**src/shared/rld_params.svh**
```systemverilog
// Register offsets, field positions, reset values and size codes of the run-length decoder.
// Included by the package and by both ends; holds definitions only.
`ifndef RLD_PARAMS_SVH
`define RLD_PARAMS_SVH

// Decoder settings, reached through the link's configuration port
`define RLD_OFF_CTRL 8'h00
`define RLD_OFF_CSIZE 8'h04
`define RLD_OFF_DIM 8'h08
`define RLD_OFF_START 8'h0C
`define RLD_OFF_END 8'h10
`define RLD_OFF_ICFG 8'h14
`define RLD_OFF_THR 8'h18
// Controller's own registers on APB
`define RLD_OFF_DMA_CTRL 8'h20
`define RLD_OFF_STAT 8'h24
`define RLD_OFF_XFER 8'h28

// Field positions
`define RLD_CTRL_DISABLE 0
`define RLD_CMD_RUN 7
`define RLD_DMA_IN_EN 0
`define RLD_DMA_OUT_EN 1

// Reset values
`define RLD_DISABLE_RST 1'b1
`define RLD_IN_THR_RST 8'h08
`define RLD_OUT_THR_RST 8'h03
`define RLD_COORD_RST 16'h0001

// Access size codes
`define RLD_SZ_8 2'h0
`define RLD_SZ_16 2'h1
`define RLD_SZ_32 2'h2

`endif

```
**src/shared/rld_pkg.sv**
```systemverilog
// Types shared by both ends of the run-length decoder link.
// Assumes rld_params.svh on the include path.
`include "rld_params.svh"

package rld_pkg;

	typedef enum logic [2:0] {
		RLD_ST_IDLE = 3'h0,
		RLD_ST_CMD = 3'h1,
		RLD_ST_PIX = 3'h2,
		RLD_ST_EMIT = 3'h3,
		RLD_ST_DONE = 3'h4
	} rld_state_e;

	// Bytes moved by one access of the given size code
	function automatic logic [2:0] rld_size_bytes(input logic [1:0] sz);
		logic [2:0] nb;
		nb = 3'h4;
		if (sz == `RLD_SZ_8) nb = 3'h1;
		else if (sz == `RLD_SZ_16) nb = 3'h2;
		return nb;
	endfunction : rld_size_bytes

endpackage : rld_pkg

```
**src/shared/rld_if.sv**
```systemverilog
// Link between the decoder and the DMA controller that feeds and drains it.
// Assumes both ends run on the same pclk.
`timescale 1ns/1ps

interface rld_if;
	logic cfg_wr;
	logic [7:0] cfg_addr;
	logic [31:0] cfg_wdata;
	logic in_wr;
	logic [1:0] in_size;
	logic [31:0] in_wdata;
	logic out_rd;
	logic [1:0] out_size;
	logic [31:0] out_rdata;
	logic in_req;
	logic out_req;
	logic [15:0] in_level;
	logic [15:0] out_level;
	logic busy;
	logic done;

	modport dec (
		input cfg_wr, cfg_addr, cfg_wdata, in_wr, in_size, in_wdata, out_rd, out_size,
		output out_rdata, in_req, out_req, in_level, out_level, busy, done
	);

	modport dma (
		output cfg_wr, cfg_addr, cfg_wdata, in_wr, in_size, in_wdata, out_rd, out_size,
		input out_rdata, in_req, out_req, in_level, out_level, busy, done
	);
endinterface : rld_if

```
**src/hw/rld_decoder.sv**
```systemverilog
// Run-length decoder: byte-wide input and output FIFOs, frame parser, crop window.
// Assumes a DMA end on the same clock that honours the FIFO requests.
// How it works
// - Each frame opens with an 8-bit command
// - Command bit 7 set means run
// - Pixel count is low seven bits plus one
// - Run: one pixel, repeated count times
// - Literal: count pixels passed unchanged
// - Symbols of 8, 16, 24, 32 bits
// - Raster order, runs wrap across rows
// - Input request while enabled and level below threshold
// - Output request while level above threshold
// - Feeder bursts fit input free space
// - Drainer bursts never exceed output level
// - FIFO ports take 8/16/32-bit accesses
// - Program while disabled; enabling starts decoding
// - Holds total compressed input size
// - Holds width, height; tracks pixel coordinates
// - Only pixels inside crop rectangle leave
// - Crop start and end points inclusive
// - Symbol size from pixel-format field
// - Non-image data: width=count, height 1
// - Long data split into independent packets
`timescale 1ns/1ps
`include "rld_params.svh"

module rld_decoder
	import rld_pkg::*;
#(
	parameter int IN_DEPTH = 32,
	parameter int OUT_DEPTH = 32
) (
	input wire logic pclk,
	input wire logic presetn,
	input wire logic ce,
	rld_if.dec bus
);

	localparam int IAW = $clog2(IN_DEPTH);
	localparam int OAW = $clog2(OUT_DEPTH);

	typedef struct packed {
		logic module_disable;
		logic [31:0] comp_size;
		logic [15:0] img_w;
		logic [15:0] img_h;
		logic [15:0] sx;
		logic [15:0] sy;
		logic [15:0] ex;
		logic [15:0] ey;
		logic [1:0] fmt;
		logic [7:0] in_thr;
		logic [7:0] out_thr;
		logic [IN_DEPTH-1:0][7:0] imem;
		logic [IAW:0] iwp;
		logic [IAW:0] irp;
		logic [OUT_DEPTH-1:0][7:0] omem;
		logic [OAW:0] owp;
		logic [OAW:0] orp;
		rld_state_e st;
		logic run;
		logic [6:0] cnt;
		logic [1:0] bidx;
		logic [31:0] pix;
		logic [31:0] consumed;
		logic [15:0] x;
		logic [15:0] y;
		logic done;
	} rld_dec_s;

	rld_dec_s r_reg;
	rld_dec_s r_next;
	logic [IAW:0] ilvl;
	logic [OAW:0] olvl;
	logic [OAW:0] ofree;
	logic [2:0] pbytes;
	logic [2:0] in_nb;
	logic [2:0] out_nb;
	logic [7:0] ibyte;
	logic in_crop;
	logic last_pix;
	logic [31:0] rdata;

	always_comb begin
		r_next = r_reg;
		ilvl = r_reg.iwp - r_reg.irp;
		olvl = r_reg.owp - r_reg.orp;
		ofree = (OAW+1)'(OUT_DEPTH) - olvl;
		pbytes = {1'b0, r_reg.fmt} + 3'h1;
		in_nb = rld_size_bytes(bus.in_size);
		out_nb = rld_size_bytes(bus.out_size);
		ibyte = r_reg.imem[r_reg.irp[IAW-1:0]];
		in_crop = (r_reg.x >= r_reg.sx) && (r_reg.x <= r_reg.ex) &&
			(r_reg.y >= r_reg.sy) && (r_reg.y <= r_reg.ey);
		last_pix = (r_reg.bidx == pbytes[1:0] - 2'h1);

		// Read data, low lanes first
		rdata = 32'h0;
		for (int i = 0; i < 4; i++) begin
			if (3'(i) < out_nb) begin
				rdata[8*i +: 8] = r_reg.omem[r_reg.orp[OAW-1:0] + OAW'(i)];
			end
		end

		// Settings: control always, the rest only while disabled
		if (bus.cfg_wr) begin
			if (bus.cfg_addr == `RLD_OFF_CTRL) begin
				r_next.module_disable = bus.cfg_wdata[`RLD_CTRL_DISABLE];
			end else if (r_reg.module_disable) begin
				case (bus.cfg_addr)
					`RLD_OFF_CSIZE: r_next.comp_size = bus.cfg_wdata;
					`RLD_OFF_DIM: begin
						r_next.img_w = bus.cfg_wdata[15:0];
						r_next.img_h = bus.cfg_wdata[31:16];
					end
					`RLD_OFF_START: begin
						r_next.sx = bus.cfg_wdata[15:0];
						r_next.sy = bus.cfg_wdata[31:16];
					end
					`RLD_OFF_END: begin
						r_next.ex = bus.cfg_wdata[15:0];
						r_next.ey = bus.cfg_wdata[31:16];
					end
					`RLD_OFF_ICFG: r_next.fmt = bus.cfg_wdata[1:0];
					`RLD_OFF_THR: begin
						r_next.in_thr = bus.cfg_wdata[7:0];
						r_next.out_thr = bus.cfg_wdata[15:8];
					end
					default: ;
				endcase
			end
		end

		// Input FIFO push; a write that does not fit is dropped
		if (bus.in_wr && (int'(ilvl) + int'(in_nb) <= IN_DEPTH)) begin
			for (int i = 0; i < 4; i++) begin
				if (3'(i) < in_nb) begin
					r_next.imem[r_reg.iwp[IAW-1:0] + IAW'(i)] = bus.in_wdata[8*i +: 8];
				end
			end
			r_next.iwp = r_reg.iwp + (IAW+1)'(in_nb);
		end

		// Output FIFO pop; a read past the level leaves the read pointer where it is
		if (bus.out_rd && (int'(olvl) >= int'(out_nb))) begin
			r_next.orp = r_reg.orp + (OAW+1)'(out_nb);
		end

		// Frame parser
		if (r_reg.module_disable) begin
			r_next.st = RLD_ST_IDLE;
		end else begin
			unique case (r_reg.st)
				RLD_ST_IDLE: begin
					r_next.consumed = 32'h0;
					r_next.x = `RLD_COORD_RST;
					r_next.y = `RLD_COORD_RST;
					r_next.done = 1'b0;
					r_next.st = RLD_ST_CMD;
				end
				RLD_ST_CMD: begin
					if (r_reg.consumed >= r_reg.comp_size) begin
						r_next.st = RLD_ST_DONE;
					end else if (ilvl != '0) begin
						r_next.irp = r_reg.irp + (IAW+1)'(1);
						r_next.consumed = r_reg.consumed + 32'h1;
						r_next.run = ibyte[`RLD_CMD_RUN];
						r_next.cnt = ibyte[6:0];
						r_next.bidx = 2'h0;
						r_next.st = RLD_ST_PIX;
					end
				end
				RLD_ST_PIX: begin
					if (ilvl != '0) begin
						r_next.irp = r_reg.irp + (IAW+1)'(1);
						r_next.consumed = r_reg.consumed + 32'h1;
						if (r_reg.bidx == 2'h0) begin
							r_next.pix = {24'h0, ibyte};
						end else begin
							r_next.pix[8*r_reg.bidx +: 8] = ibyte;
						end
						if (last_pix) begin
							r_next.st = RLD_ST_EMIT;
						end else begin
							r_next.bidx = r_reg.bidx + 2'h1;
						end
					end
				end
				RLD_ST_EMIT: begin
					if (!in_crop || (ofree >= (OAW+1)'(pbytes))) begin
						if (in_crop) begin
							for (int i = 0; i < 4; i++) begin
								if (3'(i) < pbytes) begin
									r_next.omem[r_reg.owp[OAW-1:0] + OAW'(i)] = r_reg.pix[8*i +: 8];
								end
							end
							r_next.owp = r_reg.owp + (OAW+1)'(pbytes);
						end
						if (r_reg.x >= r_reg.img_w) begin
							r_next.x = `RLD_COORD_RST;
							r_next.y = r_reg.y + 16'h1;
						end else begin
							r_next.x = r_reg.x + 16'h1;
						end
						if (r_reg.cnt == 7'h0) begin
							r_next.st = RLD_ST_CMD;
						end else begin
							r_next.cnt = r_reg.cnt - 7'h1;
							if (!r_reg.run) begin
								r_next.bidx = 2'h0;
								r_next.st = RLD_ST_PIX;
							end
						end
					end
				end
				RLD_ST_DONE: begin
					r_next.done = 1'b1;
				end
				default: r_next.st = RLD_ST_IDLE;
			endcase
		end
	end

	always_ff @(posedge pclk or negedge presetn) begin
		if (!presetn) begin
			r_reg <= '0;
			r_reg.module_disable <= `RLD_DISABLE_RST;
			r_reg.in_thr <= `RLD_IN_THR_RST;
			r_reg.out_thr <= `RLD_OUT_THR_RST;
		end else if (ce) begin
			r_reg <= r_next;
		end
	end

	assign bus.out_rdata = rdata;
	assign bus.in_req = !r_reg.module_disable && (int'(ilvl) < int'(r_reg.in_thr));
	assign bus.out_req = int'(olvl) > int'(r_reg.out_thr);
	assign bus.in_level = 16'(ilvl);
	assign bus.out_level = 16'(olvl);
	assign bus.busy = (r_reg.st != RLD_ST_IDLE) && (r_reg.st != RLD_ST_DONE);
	assign bus.done = r_reg.done && (olvl == '0);

endmodule : rld_decoder

```
**src/flat_wrapper.sv**
```systemverilog
// flat-port wrapper written by rule: the top's interface ports become plain ports
module rld_decoder_flat import rld_pkg::*;
#(
	parameter int IN_DEPTH = 32,
	parameter int OUT_DEPTH = 32
)
  (pclk, presetn, ce, bus_cfg_wr, bus_cfg_addr, bus_cfg_wdata, bus_in_wr, bus_in_size, bus_in_wdata, bus_out_rd, bus_out_size, bus_out_rdata, bus_in_req, bus_out_req, bus_in_level, bus_out_level, bus_busy, bus_done);
  rld_if bus_i ();
  input wire logic pclk;
  input wire logic presetn;
  input wire logic ce;
  input wire logic [$bits(bus_i.cfg_wr)-1:0] bus_cfg_wr;
  input wire logic [$bits(bus_i.cfg_addr)-1:0] bus_cfg_addr;
  input wire logic [$bits(bus_i.cfg_wdata)-1:0] bus_cfg_wdata;
  input wire logic [$bits(bus_i.in_wr)-1:0] bus_in_wr;
  input wire logic [$bits(bus_i.in_size)-1:0] bus_in_size;
  input wire logic [$bits(bus_i.in_wdata)-1:0] bus_in_wdata;
  input wire logic [$bits(bus_i.out_rd)-1:0] bus_out_rd;
  input wire logic [$bits(bus_i.out_size)-1:0] bus_out_size;
  output wire logic [$bits(bus_i.out_rdata)-1:0] bus_out_rdata;
  output wire logic [$bits(bus_i.in_req)-1:0] bus_in_req;
  output wire logic [$bits(bus_i.out_req)-1:0] bus_out_req;
  output wire logic [$bits(bus_i.in_level)-1:0] bus_in_level;
  output wire logic [$bits(bus_i.out_level)-1:0] bus_out_level;
  output wire logic [$bits(bus_i.busy)-1:0] bus_busy;
  output wire logic [$bits(bus_i.done)-1:0] bus_done;
  assign bus_i.cfg_wr = bus_cfg_wr;
  assign bus_i.cfg_addr = bus_cfg_addr;
  assign bus_i.cfg_wdata = bus_cfg_wdata;
  assign bus_i.in_wr = bus_in_wr;
  assign bus_i.in_size = bus_in_size;
  assign bus_i.in_wdata = bus_in_wdata;
  assign bus_i.out_rd = bus_out_rd;
  assign bus_i.out_size = bus_out_size;
  assign bus_out_rdata = bus_i.out_rdata;
  assign bus_in_req = bus_i.in_req;
  assign bus_out_req = bus_i.out_req;
  assign bus_in_level = bus_i.in_level;
  assign bus_out_level = bus_i.out_level;
  assign bus_busy = bus_i.busy;
  assign bus_done = bus_i.done;
  rld_decoder #(.IN_DEPTH(IN_DEPTH), .OUT_DEPTH(OUT_DEPTH)) u_core (.pclk(pclk), .presetn(presetn), .ce(ce), .bus(bus_i));
endmodule
```
**config.mk**
```make
export PLATFORM = sky130hd
export DESIGN_NAME = rld_decoder_flat
export DESIGN_NICKNAME = d
export VERILOG_FILES = /design/src/shared/rld_pkg.sv /design/src/shared/rld_if.sv /design/src/hw/rld_decoder.sv /design/src/flat_wrapper.sv
export VERILOG_INCLUDE_DIRS = /design/src /design/src/shared
export SDC_FILE = /design/constraint.sdc
export NUM_CORES = 2
export LEC_CHECK = 0
export BUFFER_PORTS_ARGS = -buffer_cell sky130_fd_sc_hd__buf_4
export CORE_ASPECT_RATIO = 2
export CORE_MARGIN = 10
export CORE_UTILIZATION = 30
export CTS_BUF_LIST = sky130_fd_sc_hd__clkbuf_4 sky130_fd_sc_hd__clkbuf_8
export DETAILED_ROUTE_END_ITERATION = 12
export HOLD_SLACK_MARGIN = 0.15
export PLACE_DENSITY = 0.5
export SLEW_MARGIN = 25
export SYNTH_ARGS = -nofsm -noshare
export SYNTH_HDL_FRONTEND = slang
export SYNTH_SLANG_ARGS = --single-unit
```
**constraint.sdc**
```tcl
create_clock -name pclk -period 5.5 [get_ports pclk]
set_input_delay 1.1 -clock pclk [delete_from_list [all_inputs] [get_ports pclk]]
set_output_delay 1.1 -clock pclk [all_outputs]
set_load 0.01 [all_outputs]
```
# Word-level counts from Yosys, hierarchy flattened
# Index checks and enable logic that the tools add are counted.
# op_classes
n_addsub	25
order_cmp	44
eq_ne	28
n_shift	2
muxes	95
bitwise	3
reduce_logical	54
# ops
operator	count
2-to-1 mux 256 bit	23
bitwise mux 256 bit	8
demux 8 bit (select 5 bit)	8
binary-select mux 8 bit (select 5 bit)	5
2-to-1 mux 8 bit	17
2-to-1 mux 32 bit	4
one-hot mux 32 bit (3 select lines)	1
< comparator 5 x 6 -> 1 bit, second input constant	13
2-to-1 mux 66 bit	1
one-hot mux 32 bit (2 select lines)	1
>= comparator 16 bit	3
AND reduction 5 bit	9
>= comparator 5 x 1 -> 1 bit, second input constant	8
negator 5 -> 34 bit	1
variable shift 8 x 34 -> 32 bit, first input constant	1
indexed part select 8 x 34 -> 32 bit	1
2-to-1 mux 3 bit	11
adder 16 x 1 -> 16 bit, second input constant	2
adder 32 x 1 -> 32 bit, second input constant	1
bitwise mux 32 bit	1
>= comparator 32 bit	1
less-or-equal comparator 16 bit	2
less-or-equal comparator 32 x 7 -> 1 bit, second input constant	1
2-to-1 mux 16 bit	2
57 further kinds	126
# totals
register_bits	777
in_bits	82
out_inout_bits	68
wordCells	338

# Longest topological paths before layout
# logic_depth
depth_word	24
ltp_mapped	18
ltp_nobuf	13

# Least setup slack after synthesis
# OpenSTA, ideal clock, no wires.
# synth_path
path_kind	register to output
startpoint	register u_core.r_reg[111] (netlist bit)
endpoint	output port bus_out_rdata[11]
t_arrival_ns	4.105
t_required_ns	4.400
slack_ns	0.295
stages_incl_launch_ff	11
path_buffers	4
path_cell_list	dfrtp_1 > clkbuf_1 > inv_2 > buf_1 > ha_1 > clkbuf_1 > buf_1 > mux4_2 > mux4_2 > mux2i_1 > nor2_1
# synth_between
elab_chain_cells	4
# synth_rtl
item	line	rtl
from (decl)	rld_decoder.sv:71	rld_dec_s r_reg;
from (signal assigned)	rld_decoder.sv:231	r_reg <= r_next;
adder 5 x 1 -> 5 bit	rld_decoder.sv:101	rdata[8*i +: 8] = r_reg.omem[r_reg.orp[OAW-1:0] + OAW'(i)];
binary-select mux 8 bit (select 5 bit)	rld_decoder.sv:101	
2-to-1 mux 8 bit (not written as such)	rld_decoder.sv:101	
2-to-1 mux 8 bit	rld_decoder.sv:100	if (3'(i) < out_nb) begin
to (decl)	flat_wrapper.sv:20	output wire logic [$bits(bus_i.out_rdata)-1:0] bus_out_rdata;
# No other way between the ends. The select of a mux whose other input is x is not followed.

# Worst setup path after layout
# layout_path
startpoint	register u_core.r_reg[111] (netlist bit)
endpoint	output port bus_out_rdata[28]
# layout_between
elab_chain_cells	4
# layout_rtl
item	line
adder 5 x 2 -> 5 bit	rld_decoder.sv:101
binary-select mux 8 bit (select 5 bit)	rld_decoder.sv:101
2-to-1 mux 8 bit (not written as such)	rld_decoder.sv:101
2-to-1 mux 8 bit	rld_decoder.sv:100
# No other way between the ends. The select of a mux whose other input is x is not followed.

==> flow_metrics.py <==
metrics = {
    "worst_setup_path": {
        "end_kind": "primary output",
        "rr_startpoint": "u_core.r_reg[110]$_DFFE_PN0P_",
        "r2r-end": "u_core.r_reg[100]$_DFFE_PN0P_",
        "endpoint": "bus_out_rdata[28]",
        "startpoint": "u_core.r_reg[111]$_DFFE_PN0P_",
        "r2r.worst_path.cells": 13,
        "r2r_slack_ns": 0.94,
        "arrival_ns": 4.33,
        "start_kind": "flip-flop",
        "critPathKind": "flip-flop to primary output",
        "cp.required_ns": 4.40,
        "path_max_fanout": 18,
    },
    "synth": {
        "synth_top_family_by_area": "multiplexers",
        "synth_cell_types": 87,
        "synth_compound_area_share_pct": 18.11,
        "yosys_register_bits": 777,
        "syn_avg_cell_area_sq_um": 8.846,
        "synth_area_sq_um": 66800,
        "synth-edff-count": 0,
        "synth_xor_area_share_pct": 0.6556,
        "synth_mux_area_share_pct": 29.21,
        "synth_cells": 7552,
        "ys_seq_area_share_pct": 29.11,
        "yosys.area_share.adder_pct": 3.420,
        "postSynth.asyncResetShare_pct": 100.0,
        "synth_simple_gate_area_share_pct": 14.32,
        "ys_warn_count": 0,
        "ys.flop_type": "dfrtp_1",
    },
    "timing": {
        "min_period_over_period_pct": 98.76,
        "fin_tns_setup_ns": 0,
        "drv_slew": 0,
        "grt_setup_unrepaired": "no",
        "fmax_mhz": 184.1,
        "setup_viol": 0,
        "maxSlewHeadroom_pct": 20.13,
        "tightest_slew_ns": 1.197,
        "period_needed_ns": 5.432,
        "fin_skew_ns": 0.09227,
        "hold_viol_final": 0,
        "worst_slack_ns": 0.06833,
    },
    "routing": {
        "firstDrtPassIters": 6,
        "vias": 63440,
        "drtIter0Drc": 5776,
        "avgRoutedWirePerCell_microns": 30.81,
        "wl_microns": 321700,
        "met3_length_microns": 18840,
        "top_layer": "met5",
        "dr_wl_met2_microns": 160100,
        "ant_nets": 0,
        "drc": 0,
        "vias_per_cell": 6.076,
        "wl_met1_microns": 103000,
    },
    "cts": {
        "worstSkewPairLatency_ns": 0.91,
        "path_clk_slew_ns": 0.08,
        "cts_sinks": 777,
        "cts_tree": "done",
        "root_buffer": "clkbuf_8",
        "cts_hold_buf": 0,
        "htreeDepth": 4,
        "cts_buffers": 149,
        "clk_path_buf_depth": 4,
    },
    "floorplan": {
        "initial_utilization_pct": 30.06,
        "core-area_sq_um": 222200,
        "rows": 245,
        "die_x_microns": 353.7,
        "dieArea_sq_um": 243100,
        "io_pins": 150,
        "die_h_microns": 687.3,
    },
    "global_route": {
        "antenna_found_initial": 21,
        "grt_pass1_wl_microns": 458000,
        "grtUsageTotal_pct": 25.52,
        "overflow": 0,
        "grt_pass1_vias": 62560,
        "grt_start_max_net_pins": 176,
    },
    "pwr": {
        "p_per_area_nw_per_um2": 426.5,
        "p_leak_nw": 31.32,
        "peakVddDrop_uv": 819.6,
    },
    "finish": {
        "drive_gt1_share_pct": 20.39,
        "nFillCells": 22890,
        "multi_input_comb_area_sq_um": 44470,
        "most-common-layout-cells": "nand2_1 (1312), o21ai_0 (896), dfrtp_1 (745), mux2i_1 (664), nor2_1 (447)",
        "fin_util_pct": 33.37,
        "area_delta_synth_final_pct": 11.04,
        "layout.nets": 7626,
        "final_common_cell": "nand2_1",
        "largest_reg_flops": 769,
        "seq_area_sq_um": 19490,
    },
    "place": {
        "place_ws_ns": 0.8756,
        "port_buffers": 129,
        "gp_congestion": 1.009,
        "place_hpwl_microns": 227100,
    },
    "run": {
        "maxCapViolCount": 0,
    },
    "run_status": {
        "status": "finished clean",
    },
    "worst_hold_path": {
        "hold_class": "input port to async pin",
    },
}
==> kinds of logic (layout without fill, tap and decap cells) <==
kind of cell | Yosys count | count (layout)
muxes | 1433 | 1433
and+or+nand+nor | 2248 | 2248
other | 1 | 30
DFF | 777 | 777
AOI/OAI and AO/OA | 1987 | 1987
adders and majority gates | 179 | 179
xor gates and xnor gates | 50 | 50
buffers and inverters | 877 | 774
==> cells in the mapped netlist (17+ instances only) <==
cell | number | share of area (%)
or4_1 | 31 | 0.35
clkbuf_1 | 555 | 3.1
ha_1 | 173 | 3.2
dfrtp_1 | 773 | 29
buf_1 | 64 | 0.36
mux2_2 | 392 | 6.6
nor4_1 | 17 | 0.16
inv_1 | 164 | 0.92
o31ai_1 | 88 | 0.99
xnor2_1 | 36 | 0.47
mux2i_1 | 666 | 10
mux4_2 | 374 | 13
o22ai_1 | 91 | 0.85
a211oi_1 | 193 | 2.2
a311oi_1 | 19 | 0.25
and2_1 | 18 | 0.17
buf_4 | 21 | 0.24
a211o_1 | 30 | 0.39
a221oi_1 | 17 | 0.22
nor2b_1 | 28 | 0.26
buf_2 | 62 | 0.46
nand4_1 | 45 | 0.42
nor3_1 | 69 | 0.52
a21oi_1 | 267 | 2.0
nand3_1 | 85 | 0.64
nand2b_1 | 45 | 0.42
nor2_1 | 493 | 2.8
and3_1 | 24 | 0.22
o211ai_1 | 223 | 2.5
o21ai_0 | 896 | 6.7
a21o_1 | 38 | 0.43
nand2_1 | 1315 | 7.4
==> critical path, stage by stage, from the launching register on <==
cell     delay [ns]
dfrtp_4        0.51
inv_2          0.22
buf_4          0.42
ha_1           0.22
a21oi_1        0.09
xnor2_2        0.38
buf_4          0.41
mux4_2         0.43
mux2i_1        0.46
nor2_1         0.10
buf_4          0.17
==> per-stage QoR <==
step / hold WS, ns / total power, mW / instance area [sq um] / instances
finish: 0.2033 / 31.64 / 74170 / 10440
global route: 0.2303 / 33.17 / 74160 / 10440
CTS: 0.2133 / 31.44 / 73970 / 10420
detailed placement: 0.4736 / 25.06 / 70950 / 10170
global placement: 0.4666 / 24.71 / 70840 / 10170
floorplan: 0.4600 / 18.77 / 66870 / 7571
==> report_power, final <==
group	total, mW	leakage, nW	internal (mW)	switching, mW
registers	7.78	10.3	6.64	1.14
logic	17.6	19.4	6.48	11.1
clock network	6.28	1.62	3.34	2.93
==> repair_timing <==
action                                 CTS  global route
setup buffers                            0             7
resized for setup                        0             4
endpoints found under the hold margin    0             0
setup endpoints to repair                0             7
==> worst min-delay path by stage <==
stage	startpoint	to	slack, ns	depth (start not counted)
4_1_cts	presetn	u_core.r_reg[508]$_DFFE_PN0P_	0.21	1
3_5_place_dp	u_core.r_reg[83]$_DFFE_PN0P_	u_core.r_reg[83]$_DFFE_PN0P_	0.47	2
3_3_place_gp	u_core.r_reg[83]$_DFFE_PN0P_	u_core.r_reg[83]$_DFFE_PN0P_	0.47	2
2_1_floorplan	u_core.r_reg[542]$_DFFE_PN0P_	u_core.r_reg[542]$_DFFE_PN0P_	0.46	2
6_report	presetn	u_core.r_reg[515]$_DFFE_PN0P_	0.20	1
5_1_grt	presetn	u_core.r_reg[508]$_DFFE_PN0P_	0.23	1
==> per-layer routing <==
metal / vias to the layer above / GRT usage, %
met5: - / 0
li1: 27350 / -
met4: 10 / 26.09
met2: 3394 / 44.77
met1: 31240 / 24.86
met3: 1448 / 3.908
==> final cells by class <==
type                            instances  share of cell area [%]
Multi-Input combinational cell       5917                   59.95
Sequential cell                       777                   26.28
Tap cell                             2964                   5.000
Clock buffer                          232                   3.858
Timing Repair Buffer                  345                   3.792
Inverter                              175                  0.8856
Clock inverter                         22                  0.2024
Antenna cell                           10                 0.03374
No activity file was read; power rests on OpenSTA's default activity.
